===== config.mk =====
export PLATFORM = sky130hd
export DESIGN_NAME = fiber_node_status_indicators
export DESIGN_NICKNAME = d
export VERILOG_FILES = /design/src/logic/lamp_pkg.sv /design/src/logic/fiber_node_status_indicators.sv
export VERILOG_INCLUDE_DIRS = /design/src /design/src/logic
export SDC_FILE = /design/constraint.sdc
export NUM_CORES = 1
export LEC_CHECK = 0
export CELL_PAD_IN_SITES_DETAIL_PLACEMENT = 1
export CELL_PAD_IN_SITES_GLOBAL_PLACEMENT = 1
export CORE_ASPECT_RATIO = 1.5
export CORE_MARGIN = 2
export CORE_UTILIZATION = 30
export CTS_CLUSTER_DIAMETER = 80
export DETAILED_ROUTE_END_ITERATION = 8
export DONT_BUFFER_PORTS = 1
export GPL_TIMING_DRIVEN = 0
export PLACE_DENSITY = 0.52
export SETUP_SLACK_MARGIN = 0.4
export SLEW_MARGIN = 20
export SYNTH_ARGS = -nofsm -noshare
export SYNTH_HDL_FRONTEND = slang
export SYNTH_SLANG_ARGS = --single-unit

===== constraint.sdc =====
create_clock -name mclk -period 4.7 [get_ports mclk]
set_input_delay 0.94 -clock mclk [delete_from_list [all_inputs] [get_ports mclk]]
set_output_delay 0.94 -clock mclk [all_outputs]
set_load 0.05 [all_outputs]

===== src/logic/lamp_cfg.svh =====
// Constants for the fiber node status-indicator block.
// Assumes a 100 MHz system clock and Wishbone byte addressing.
`ifndef LAMP_CFG_SVH
`define LAMP_CFG_SVH
`define CLK_HZ           100000000
`define BLINK_MS         250
`define BLINK_CYCLES     ((`CLK_HZ / 1000) * `BLINK_MS)
`define ADDR_CTRL        8'h00
`define ADDR_STATUS      8'h04
`define ADDR_LAMPS       8'h08
`define CTRL_RESET       32'h0000_0000
`define CTRL_MASTER_BIT  0
`define CTRL_REDUND_BIT  1
`define CTRL_MULTI_BIT   2
`define CTRL_HOLD_BIT    3
`define CTRL_CLRSEEN_BIT 4
`define CTRL_SLAVE_BIT   5
`endif


===== src/logic/lamp_pkg.sv =====
// Types for the fiber node status-indicator block.
// Assumes the constants header is included by the design file.
package lamp_pkg;
  // Two-bit lamp colour: bit 0 green, bit 1 red; both lit reads as yellow.
  typedef struct packed {
    logic red;
    logic green;
  } lamp_t;
  // Per-channel inputs that travel together.
  typedef struct packed {
    logic rx_valid;
    logic active;
    logic tx_data;
    logic rx_data;
  } chan_in_t;
  // Network fault lamp modes.
  typedef enum logic [2:0] {
    NET_OFF     = 3'b000,
    NET_GOOD    = 3'b001,
    NET_BREAK   = 3'b010,
    NET_HELD    = 3'b011,
    NET_REPAIR  = 3'b100,
    NET_CONFIG  = 3'b101
  } net_mode_t;
endpackage


===== src/logic/fiber_node_status_indicators.sv =====
// Status-indicator and fault-contact logic of a two-channel fiber node.
// Assumes asynchronous pin inputs, a Wishbone classic master on mclk.
//
// Decided for this implementation: the placing of the registers and the Wishbone slave port.
`timescale 1ns/1ps
`default_nettype none
`include "lamp_cfg.svh"

// Lamp encoding: every two-colour lamp is a lamp_t with green in bit 0
// and red in bit 1; both lit together make yellow, neither is dark.
// Single-colour lamps, contacts and enables are plain bits, high for lit,
// closed or enabled.

// Timing: every pin is an asynchronous level. It passes two flip-flops
// and then one output register, so a change on a pin shows on the lamps
// two edges after the edge that first samples it; serial_master_seen, which also passes the mismatch latch, takes three.
// Flashing lamps follow one shared phase bit that toggles once every
// BLINK_CYCLES edges; alternating lamps show green in one half of the
// period and red in the other.
// Hazard: the blink count is long, so a short simulation sees a constant
// phase and cannot tell a flashing lamp from a dark or steady one.

// Register map on the Wishbone slave, byte addresses, bits 31:8 zero:
//   CTRL   0x00  bit 0 network master present, bit 1 redundant network,
//                bit 2 multi-master option, bit 3 hold mode, bit 4 write
//                one to forget captured failures (reads zero), bit 5
//                node configured as slave; all bits reset to zero.
//   STATUS 0x04  synchronised pins in port order from bit 31 down to
//                bit 7, the mismatch latch in bit 6, zeros below; the
//                lowest supply bit is left out to make room for the latch.
//   LAMPS  0x08  health, traffic, network lamp, contacts and transmit
//                enables from bit 15 down; bits 1:0 and 31:16 read zero.
// Every request is acknowledged one cycle after it is taken, and ack
// stands for one cycle only; the master drops cyc or stb for at least one
// cycle between requests.
// Unmapped addresses read as zero, ignore writes and are still
// acknowledged, so a stray access never hangs the bus.
// The mismatch latch survives every register write; only resetn clears
// it, which stands in for a power cycle of the node.
module fiber_node_status_indicators (
  input  wire logic                   mclk,
  input  wire logic                   resetn,
  input  wire logic [1:0]             rx_valid,
  input  wire logic [1:0]             chan_active,
  input  wire logic [1:0]             tx_data,
  input  wire logic [1:0]             rx_data,
  input  wire logic                   net_break,
  input  wire logic                   fail_captured,
  input  wire logic                   fail_repaired,
  input  wire logic                   serial_master_seen,
  input  wire logic [3:0]             cu_link,
  input  wire logic [3:0]             cu_tx,
  input  wire logic [3:0]             cu_rx,
  input  wire logic [1:0]             psu_online,
  input  wire logic [31:0]            wb_adr_i,
  input  wire logic [31:0]            wb_dat_i,
  input  wire logic [3:0]             wb_sel_i,
  input  wire logic                   wb_we_i,
  input  wire logic                   wb_cyc_i,
  input  wire logic                   wb_stb_i,
  output logic      [31:0]            wb_dat_o,
  output logic                        wb_ack_o,
  output lamp_pkg::lamp_t [1:0]       health_lamp,
  output lamp_pkg::lamp_t [1:0]       traffic_lamp,
  output lamp_pkg::lamp_t             net_lamp,
  output logic                        power_lamp,
  output lamp_pkg::lamp_t [3:0]       cu_dual_lamp,
  output logic      [3:0]             cu_green_lamp,
  output logic      [3:0]             cu_yellow_lamp,
  output logic      [1:0]             psu_lamp_red,
  output logic      [1:0]             rx_fault_contact,
  output logic      [1:0]             tx_enable
);
  localparam int PIN_W = 32;

  // Raw pin bundle and its two synchroniser stages.
  logic [PIN_W-1:0] pins_raw;
  logic [PIN_W-1:0] sync1_r;
  logic [PIN_W-1:0] sync2_r;
  assign pins_raw = {rx_valid, chan_active, tx_data, rx_data, net_break,
                     fail_captured, fail_repaired, serial_master_seen,
                     cu_link, cu_tx, cu_rx, psu_online, 6'h00};

  // Two flip-flops stand between every pin and the logic.
  // Only the second stage is read by logic; the first may go metastable.
  // The spare low bits are tied to zero so the vector has a round width.
  always_ff @(posedge mclk or negedge resetn) begin
    if (!resetn) begin
      sync1_r <= 32'h0000_0000;
      sync2_r <= 32'h0000_0000;
    end else begin
      sync1_r <= pins_raw;
      sync2_r <= sync1_r;
    end
  end

  // Synchronised views of the pins.
  logic [1:0] s_valid;
  logic [1:0] s_active;
  logic [1:0] s_tx;
  logic [1:0] s_rx;
  logic       s_break;
  logic       s_captured;
  logic       s_repaired;
  logic       s_master_seen;
  logic [3:0] s_link;
  logic [3:0] s_cutx;
  logic [3:0] s_curx;
  logic [1:0] s_psu;
  assign {s_valid, s_active, s_tx, s_rx, s_break, s_captured, s_repaired,
          s_master_seen, s_link, s_cutx, s_curx, s_psu} = sync2_r[31:6];

  // Control register and latched configuration fault.
  logic [31:0] ctrl_r;
  logic        cfg_fault_r;
  logic [1:0]  seen_fail_r;
  logic        net_master;
  logic        redundant;
  logic        multi_master_option;
  logic        hold_mode;
  logic        slave_cfg;
  assign net_master          = ctrl_r[`CTRL_MASTER_BIT];
  assign redundant           = ctrl_r[`CTRL_REDUND_BIT];
  assign multi_master_option = ctrl_r[`CTRL_MULTI_BIT];
  assign hold_mode           = ctrl_r[`CTRL_HOLD_BIT];
  assign slave_cfg           = ctrl_r[`CTRL_SLAVE_BIT];

  // Address decode shared by read and write paths.
  // Upper address bits must be zero, so aliases of the three registers
  // higher up the address space are not decoded.
  function automatic logic is_addr(input logic [31:0] a,
                                   input logic [7:0] off);
    is_addr = (a[7:0] == off) && (a[31:8] == 24'h00_0000);
  endfunction

  logic req;
  assign req = wb_cyc_i && wb_stb_i && !wb_ack_o;

  // Acknowledge each request one cycle after it appears.
  // The request term masks itself with ack, so a master that holds cyc and
  // stb over the acknowledge edge is not taken a second time; the ack
  // therefore stands for exactly one cycle.
  always_ff @(posedge mclk or negedge resetn) begin
    if (!resetn) begin
      wb_ack_o <= 1'b0;
    end else begin
      wb_ack_o <= req;
    end
  end

  // Control register writes honour byte lanes; bit 4 is a self-clearing
  // strobe that forgets the captured-failure memory of both channels.
  // A write with byte lane 0 disabled leaves the low control bits alone
  // and cannot raise the clear strobe.
  logic clr_seen;
  assign clr_seen = req && wb_we_i && wb_sel_i[0] &&
                    is_addr(wb_adr_i, `ADDR_CTRL) &&
                    wb_dat_i[`CTRL_CLRSEEN_BIT];
  always_ff @(posedge mclk or negedge resetn) begin
    if (!resetn) begin
      ctrl_r <= `CTRL_RESET;
    end else if (req && wb_we_i && is_addr(wb_adr_i, `ADDR_CTRL)) begin
      for (int b = 0; b < 4; b++) begin
        if (wb_sel_i[b]) begin
          ctrl_r[b*8 +: 8] <= wb_dat_i[b*8 +: 8];
        end
      end
      ctrl_r[`CTRL_CLRSEEN_BIT] <= 1'b0;
    end
  end

  // Read data: control, synchronised inputs, or the lamp image.
  // The word is loaded on the taking edge and held until the next read,
  // so it stands at the edge where the master sees ack.
  always_ff @(posedge mclk or negedge resetn) begin
    if (!resetn) begin
      wb_dat_o <= 32'h0000_0000;
    end else if (req && !wb_we_i) begin
      if (is_addr(wb_adr_i, `ADDR_CTRL)) begin
        wb_dat_o <= ctrl_r;
      end else if (is_addr(wb_adr_i, `ADDR_STATUS)) begin
        wb_dat_o <= {sync2_r[31:7], cfg_fault_r, 6'h00};
      end else if (is_addr(wb_adr_i, `ADDR_LAMPS)) begin
        wb_dat_o <= {16'h0000, health_lamp, traffic_lamp, net_lamp,
                     rx_fault_contact, tx_enable, 2'h0};
      end else begin
        // Unmapped addresses read as zero and are still acknowledged.
        wb_dat_o <= 32'h0000_0000;
      end
    end
  end

  // Mismatch latch: only reset (power cycle) clears it.
  // It sets while the multi-master option is on, the node is configured as
  // a slave and a serial bus master is seen on the attached line. Clearing
  // the configuration bits afterwards does not release it.
  always_ff @(posedge mclk or negedge resetn) begin
    if (!resetn) begin
      cfg_fault_r <= 1'b0;
    end else if (multi_master_option && slave_cfg && s_master_seen) begin
      cfg_fault_r <= 1'b1;
    end
  end

  // Free-running blink timer shared by every flashing pattern.
  // One phase bit serves every lamp, so flashing and alternating lamps on
  // all channels and ports stay in step with each other.
  logic [31:0] blink_cnt_r;
  logic        phase_r;
  always_ff @(posedge mclk or negedge resetn) begin
    if (!resetn) begin
      blink_cnt_r <= 32'h0000_0000;
      phase_r     <= 1'b0;
    end else if (blink_cnt_r == 32'(`BLINK_CYCLES - 1)) begin
      blink_cnt_r <= 32'h0000_0000;
      phase_r     <= !phase_r;
    end else begin
      blink_cnt_r <= blink_cnt_r + 32'h0000_0001;
    end
  end

  // Per-channel memory of a failure seen while in hold mode; a new loss
  // of receive wins over a software clear in the same cycle.
  // Leaving hold mode forgets the memory as well, since the held
  // condition has then been reset for the whole network.
  always_ff @(posedge mclk or negedge resetn) begin
    if (!resetn) begin
      seen_fail_r <= 2'b00;
    end else begin
      for (int c = 0; c < 2; c++) begin
        if (hold_mode && !s_valid[c]) begin
          seen_fail_r[c] <= 1'b1;
        end else if (clr_seen || !hold_mode) begin
          seen_fail_r[c] <= 1'b0;
        end
      end
    end
  end

  // Optical channel lamps, contacts and transmit enables.
  // The health lamp shows red for a missing receive before anything else,
  // then the alternating repaired pattern, then steady green.
  // The traffic lamp gives receive traffic priority over transmit traffic,
  // so a channel busy both ways flashes yellow.
  // The contact closes and the transmit output is cut on the same edge,
  // so a broken fiber is passed on to the neighbouring node.
  genvar g;
  generate
    for (g = 0; g < 2; g++) begin : g_chan
      always_ff @(posedge mclk or negedge resetn) begin
        if (!resetn) begin
          health_lamp[g]      <= '0;
          traffic_lamp[g]     <= '0;
          rx_fault_contact[g] <= 1'b0;
          tx_enable[g]        <= 1'b0;
        end else begin
          if (!s_valid[g]) begin
            health_lamp[g] <= '{red: 1'b1, green: 1'b0};
          end else if (seen_fail_r[g]) begin
            // Repaired but not yet reset from the held condition.
            health_lamp[g] <= '{red: phase_r, green: !phase_r};
          end else begin
            health_lamp[g] <= '{red: 1'b0, green: 1'b1};
          end
          if (!s_active[g]) begin
            traffic_lamp[g] <= '0;
          end else if (s_rx[g]) begin
            traffic_lamp[g] <= '{red: phase_r, green: phase_r};
          end else if (s_tx[g]) begin
            traffic_lamp[g] <= '{red: 1'b0, green: phase_r};
          end else begin
            traffic_lamp[g] <= '{red: 1'b0, green: 1'b1};
          end
          rx_fault_contact[g] <= !s_valid[g];
          tx_enable[g]        <= s_valid[g];
        end
      end
    end
    // Copper port lamps: the dual lamp shows link, transmit and receive,
    // the single green lamp folds both kinds of traffic into one flash,
    // and the single yellow lamp simply follows receive data.
    for (g = 0; g < 4; g++) begin : g_copper
      always_ff @(posedge mclk or negedge resetn) begin
        if (!resetn) begin
          cu_dual_lamp[g]   <= '0;
          cu_green_lamp[g]  <= 1'b0;
          cu_yellow_lamp[g] <= 1'b0;
        end else begin
          if (!s_link[g]) begin
            cu_dual_lamp[g] <= '0;
          end else if (s_curx[g]) begin
            cu_dual_lamp[g] <= '{red: phase_r, green: phase_r};
          end else if (s_cutx[g]) begin
            cu_dual_lamp[g] <= '{red: 1'b0, green: phase_r};
          end else begin
            cu_dual_lamp[g] <= '{red: 1'b0, green: 1'b1};
          end
          if (!s_link[g]) begin
            cu_green_lamp[g] <= 1'b0;
          end else if (s_cutx[g] || s_curx[g]) begin
            cu_green_lamp[g] <= phase_r;
          end else begin
            cu_green_lamp[g] <= 1'b1;
          end
          cu_yellow_lamp[g] <= s_curx[g];
        end
      end
    end
  endgenerate

  // Network fault lamp mode, mismatch first.
  // Order of precedence: a latched mismatch, then no network master, then
  // a captured failure in hold mode (flashing red while unrepaired,
  // alternating once repaired), then a break on a redundant network outside hold mode, then a
  // healthy redundant network. Anything else leaves the lamp dark.
  lamp_pkg::net_mode_t net_mode;
  always_comb begin
    if (cfg_fault_r) begin
      net_mode = lamp_pkg::NET_CONFIG;
    end else if (!net_master) begin
      net_mode = lamp_pkg::NET_OFF;
    end else if (hold_mode && s_captured && !s_repaired) begin
      net_mode = lamp_pkg::NET_HELD;
    end else if (hold_mode && s_captured && s_repaired) begin
      net_mode = lamp_pkg::NET_REPAIR;
    end else if (redundant && s_break && !hold_mode) begin
      net_mode = lamp_pkg::NET_BREAK;
    end else if (redundant && !s_break) begin
      net_mode = lamp_pkg::NET_GOOD;
    end else begin
      net_mode = lamp_pkg::NET_OFF;
    end
  end

  // Network lamp, power lamp and supply button lamps.
  // The power lamp lights on the first edge after reset and then stays on.
  // A supply button lamp is red exactly when its supply reports off-line.
  always_ff @(posedge mclk or negedge resetn) begin
    if (!resetn) begin
      net_lamp     <= '0;
      power_lamp   <= 1'b0;
      psu_lamp_red <= 2'b00;
    end else begin
      case (net_mode)
        lamp_pkg::NET_GOOD:   net_lamp <= '{red: 1'b0, green: 1'b1};
        lamp_pkg::NET_BREAK:  net_lamp <= '{red: 1'b0, green: phase_r};
        lamp_pkg::NET_HELD:   net_lamp <= '{red: phase_r, green: 1'b0};
        lamp_pkg::NET_REPAIR: net_lamp <= '{red: phase_r, green: !phase_r};
        lamp_pkg::NET_CONFIG: net_lamp <= '{red: 1'b1, green: 1'b0};
        default:              net_lamp <= '0;
      endcase
      power_lamp   <= 1'b1;
      psu_lamp_red <= ~s_psu;
    end
  end
endmodule
`default_nettype wire


==> qor.yml <==
outcome:
  outcome: "completed"
route:
  routedWlPerCell_um: 21.6
  drt_iter0_markers: 186
  vias: 4716
  drt_pre_antenna_iters: 4
  wirelength_mm: 20.2
  ant_nets: 0
  remaining_drc_errors: 0
  via_per_inst: 5.04
critical_path:
  critPathMaxFanout: 10
  required_ns: 5.07
  critPathLaunchType: "input pin"
  path_class: "input pin to flip-flop"
  end_kind: "flip-flop"
  crit_arrival_ns: 3.05
sta:
  fmax_ghz: 0.373
  post-route-period-util_pct: 57.0
  report.final.slew_viol_count: 0
  period_needed_ns: 2.68
  setup_viol: 0
  skew_ns: 0.00809
  setup_slack_ns: 2.02
  worst_slew_pin_slew_ns: 0.906
  timing.max_slew.rel_slack_pct: 39.1
  rsz0062_at_grt: "false"
  finalHoldViolCount: 0
  timing.setup.tns_ns: 0
layout:
  diodes: 0
  area_delta_synth_final_pct: 13.7
  final_common_cell: "dfrtp_1"
  num-fill-cells: 2590
  fin_cells: 935
  final_cell_mix: "185 x dfrtp_1, 44 x nand2_1, 39 x nand4_1, 28 x mux2_2, 27 x nand3_1"
  final_core_util_pct: 34.5
  layout-drive-gt1-share_pct: 12.2
  final_nets: 703
  fin_area_sq_um: 8170
clock_network:
  root_buffer: "clkbuf_16"
  post_cts_buffers: 0
  clk_path_buf_depth: 2
  cts_buffers: 17
  clk-insertion-delay-late_ns: 0.44
  clkSinkCount: 185
  ctsHoldBuffers: 0
  htree_levels: 4
  cts_tree: "built"
  ctsResizeCount: 0
  clk_pin_slew_ns: 0.07
synth:
  synth_fp_nets: 684
  synth_flop_cell: "dfrtp_1"
  async_reset_ff_share_pct: 100
  ys_ff_latch: 185
  synth.distinct_cells: 48
  netlist_instances: 584
  yosys.area.top_type_share_pct: 64.4
  avgSynthCellArea_sq_um: 12.3
  synthesis.area_sq_um: 7180
  yosysSeqAreaShare_pct: 64.4
  yosysWarnings: 0
  synth_top_cell_by_area: "dfrtp_1"
  synth-edff-count: 0
  synth_area_leaders: "dfrtp_1 64%, mux2_2 4.4%, nand4_1 3.4%, nand2_1 2.3%, or4_1 2.1%"
die:
  rows: 69
  design.die.area_sq_um: 25200
  die_x_um: 130
  placeableCoreArea_sq_um: 23700
  ioPinCount: 165
  start_util_pct: 30.4
  die_h_um: 194
job:
  maxCapViolations: 0
global_route:
  grt_first_pass_wirelength_mm: 31.0
  grt_antenna_before_repair: 0
  grt.total_usage_pct: 16.6
  grt_max_degree: 186
  gr-total-overflow: 0
  first_global_vias: 5261
pwr:
  p_comb_share_pct: 1.2
  cell_internal_pwr_mw: 2.39
  pwr-share-clk_pct: 45.3
  power_leakage_nw: 3.69
  switching_share_pct: 24.1
  switchingPower_mw: 0.757
  ir_drop_mv: 0.225
  power_frac_seq_pct: 53.5
  powerDensity_nw_per_um2: 385
place:
  dp_cells: 903
  gp_congestion: 0.800
  hpwl_mm: 15.0
  place_ws_ns: 1.59
  dpl-instance-area_sq_um: 7580
  io_buffers: 0
min_path:
  hold_path.class: "input pin to async pin"
[registers in the layout, indices dropped and copies added, names as in the netlist, 8 cells and up]
register	cells
blink_cnt_r	32
wb_dat_o	32
ctrl_r	31
sync1_r	26
sync2_r	26
cu_dual_lamp	8
[kinds of logic after synthesis]
group / count (synthesis) / synth area share [%]
AOI/OAI and AO/OA: 75 / 6.77
xor gates and xnor gates: 22 / 2.68
adders and majority gates: 1 / 0.174
buffers and inverters: 54 / 2.96
DFF: 185 / 64.4
muxes: 32 / 5.00
other: 1 / 0.0522
and+or+nand+nor: 214 / 17.9
[critical path, cell delays in order]
cell and delay, ns:
or4_1 0.61, nor4_4 0.58, clkbuf_1 0.52, nand4_1 0.25, nand3_1 0.14
[worst paths after layout]
check | startpoint | depth (start not counted) | slack, ns | endpoint
worst max-delay path | wb_adr_i[1] | 5 | 2.02 | wb_dat_o[21]
worst min-delay path | resetn | 0 | 0.20 | wb_dat_o[10]
worst max register to register | wb_ack_o | 6 | 2.09 | wb_dat_o[21]
worst min register to register | sync1_r[16] | 0 | 0.35 | sync2_r[16]
max in group asynchronous | resetn | 0 | 4.11 | blink_cnt_r[0]
min in group mclk | sync1_r[16] | 0 | 0.35 | sync2_r[16]
[final cells by class]
| type | count | area [sq um] | share of cell area [%] |
|---|---|---|---|
| Buffer | 28 | 115 | 1.41 |
| Clock buffer | 17 | 425 | 5.21 |
| Clock inverter | 15 | 158 | 1.93 |
| Inverter | 26 | 97.6 | 1.20 |
| Multi-Input combinational cell | 345 | 2340 | 28.7 |
| Sequential cell | 185 | 4630 | 56.7 |
| Tap cell | 319 | 399 | 4.89 |
[synthesized netlist by cell type (all sizes together), types with 4 or more instances]
cell	n
and4	6
nand2	44
o31ai	4
and2	6
buf	11
o21ai	18
mux2	31
and3	9
nand4	44
dfrtp	185
a22oi	10
nor2	20
or4	20
a21oi	20
xor2	12
nand3	27
xnor2	10
or3	5
nor3	7
o21a	10
nor4	13
clkbuf	17
inv	26
[power groups by stage]
stage                     registers (mW)  clock network (mW)  logic [mW]
after floorplan                     1.70                   0      0.0272
after global placement              1.71                   0      0.0374
after detailed placement            1.72                   0      0.0382
after CTS                           1.68                1.48      0.0387
after global routing                1.69                1.54      0.0429
final                               1.68                1.42      0.0379
[per-stage QoR]
step | hold slack, ns | power [mW]
4_1_cts | 0.167 | 3.20
5_1_grt | 0.156 | 3.27
3_5_place_dp | 0.336 | 1.75
6_report | 0.199 | 3.15
3_3_place_gp | 0.333 | 1.75
2_1_floorplan | 0.331 | 1.73
[metal layers]
metal | up-vias | global-route usage (%) | wire length, um
li1 | 2138 | - | -
met1 | 2425 | 18.1 | 7460
met2 | 133 | 30.2 | 11100
met3 | 20 | 4.70 | 1240
met4 | 0 | 5.75 | 353
met5 | - | 0 | 0
Power figures use the tool's default switching activity.
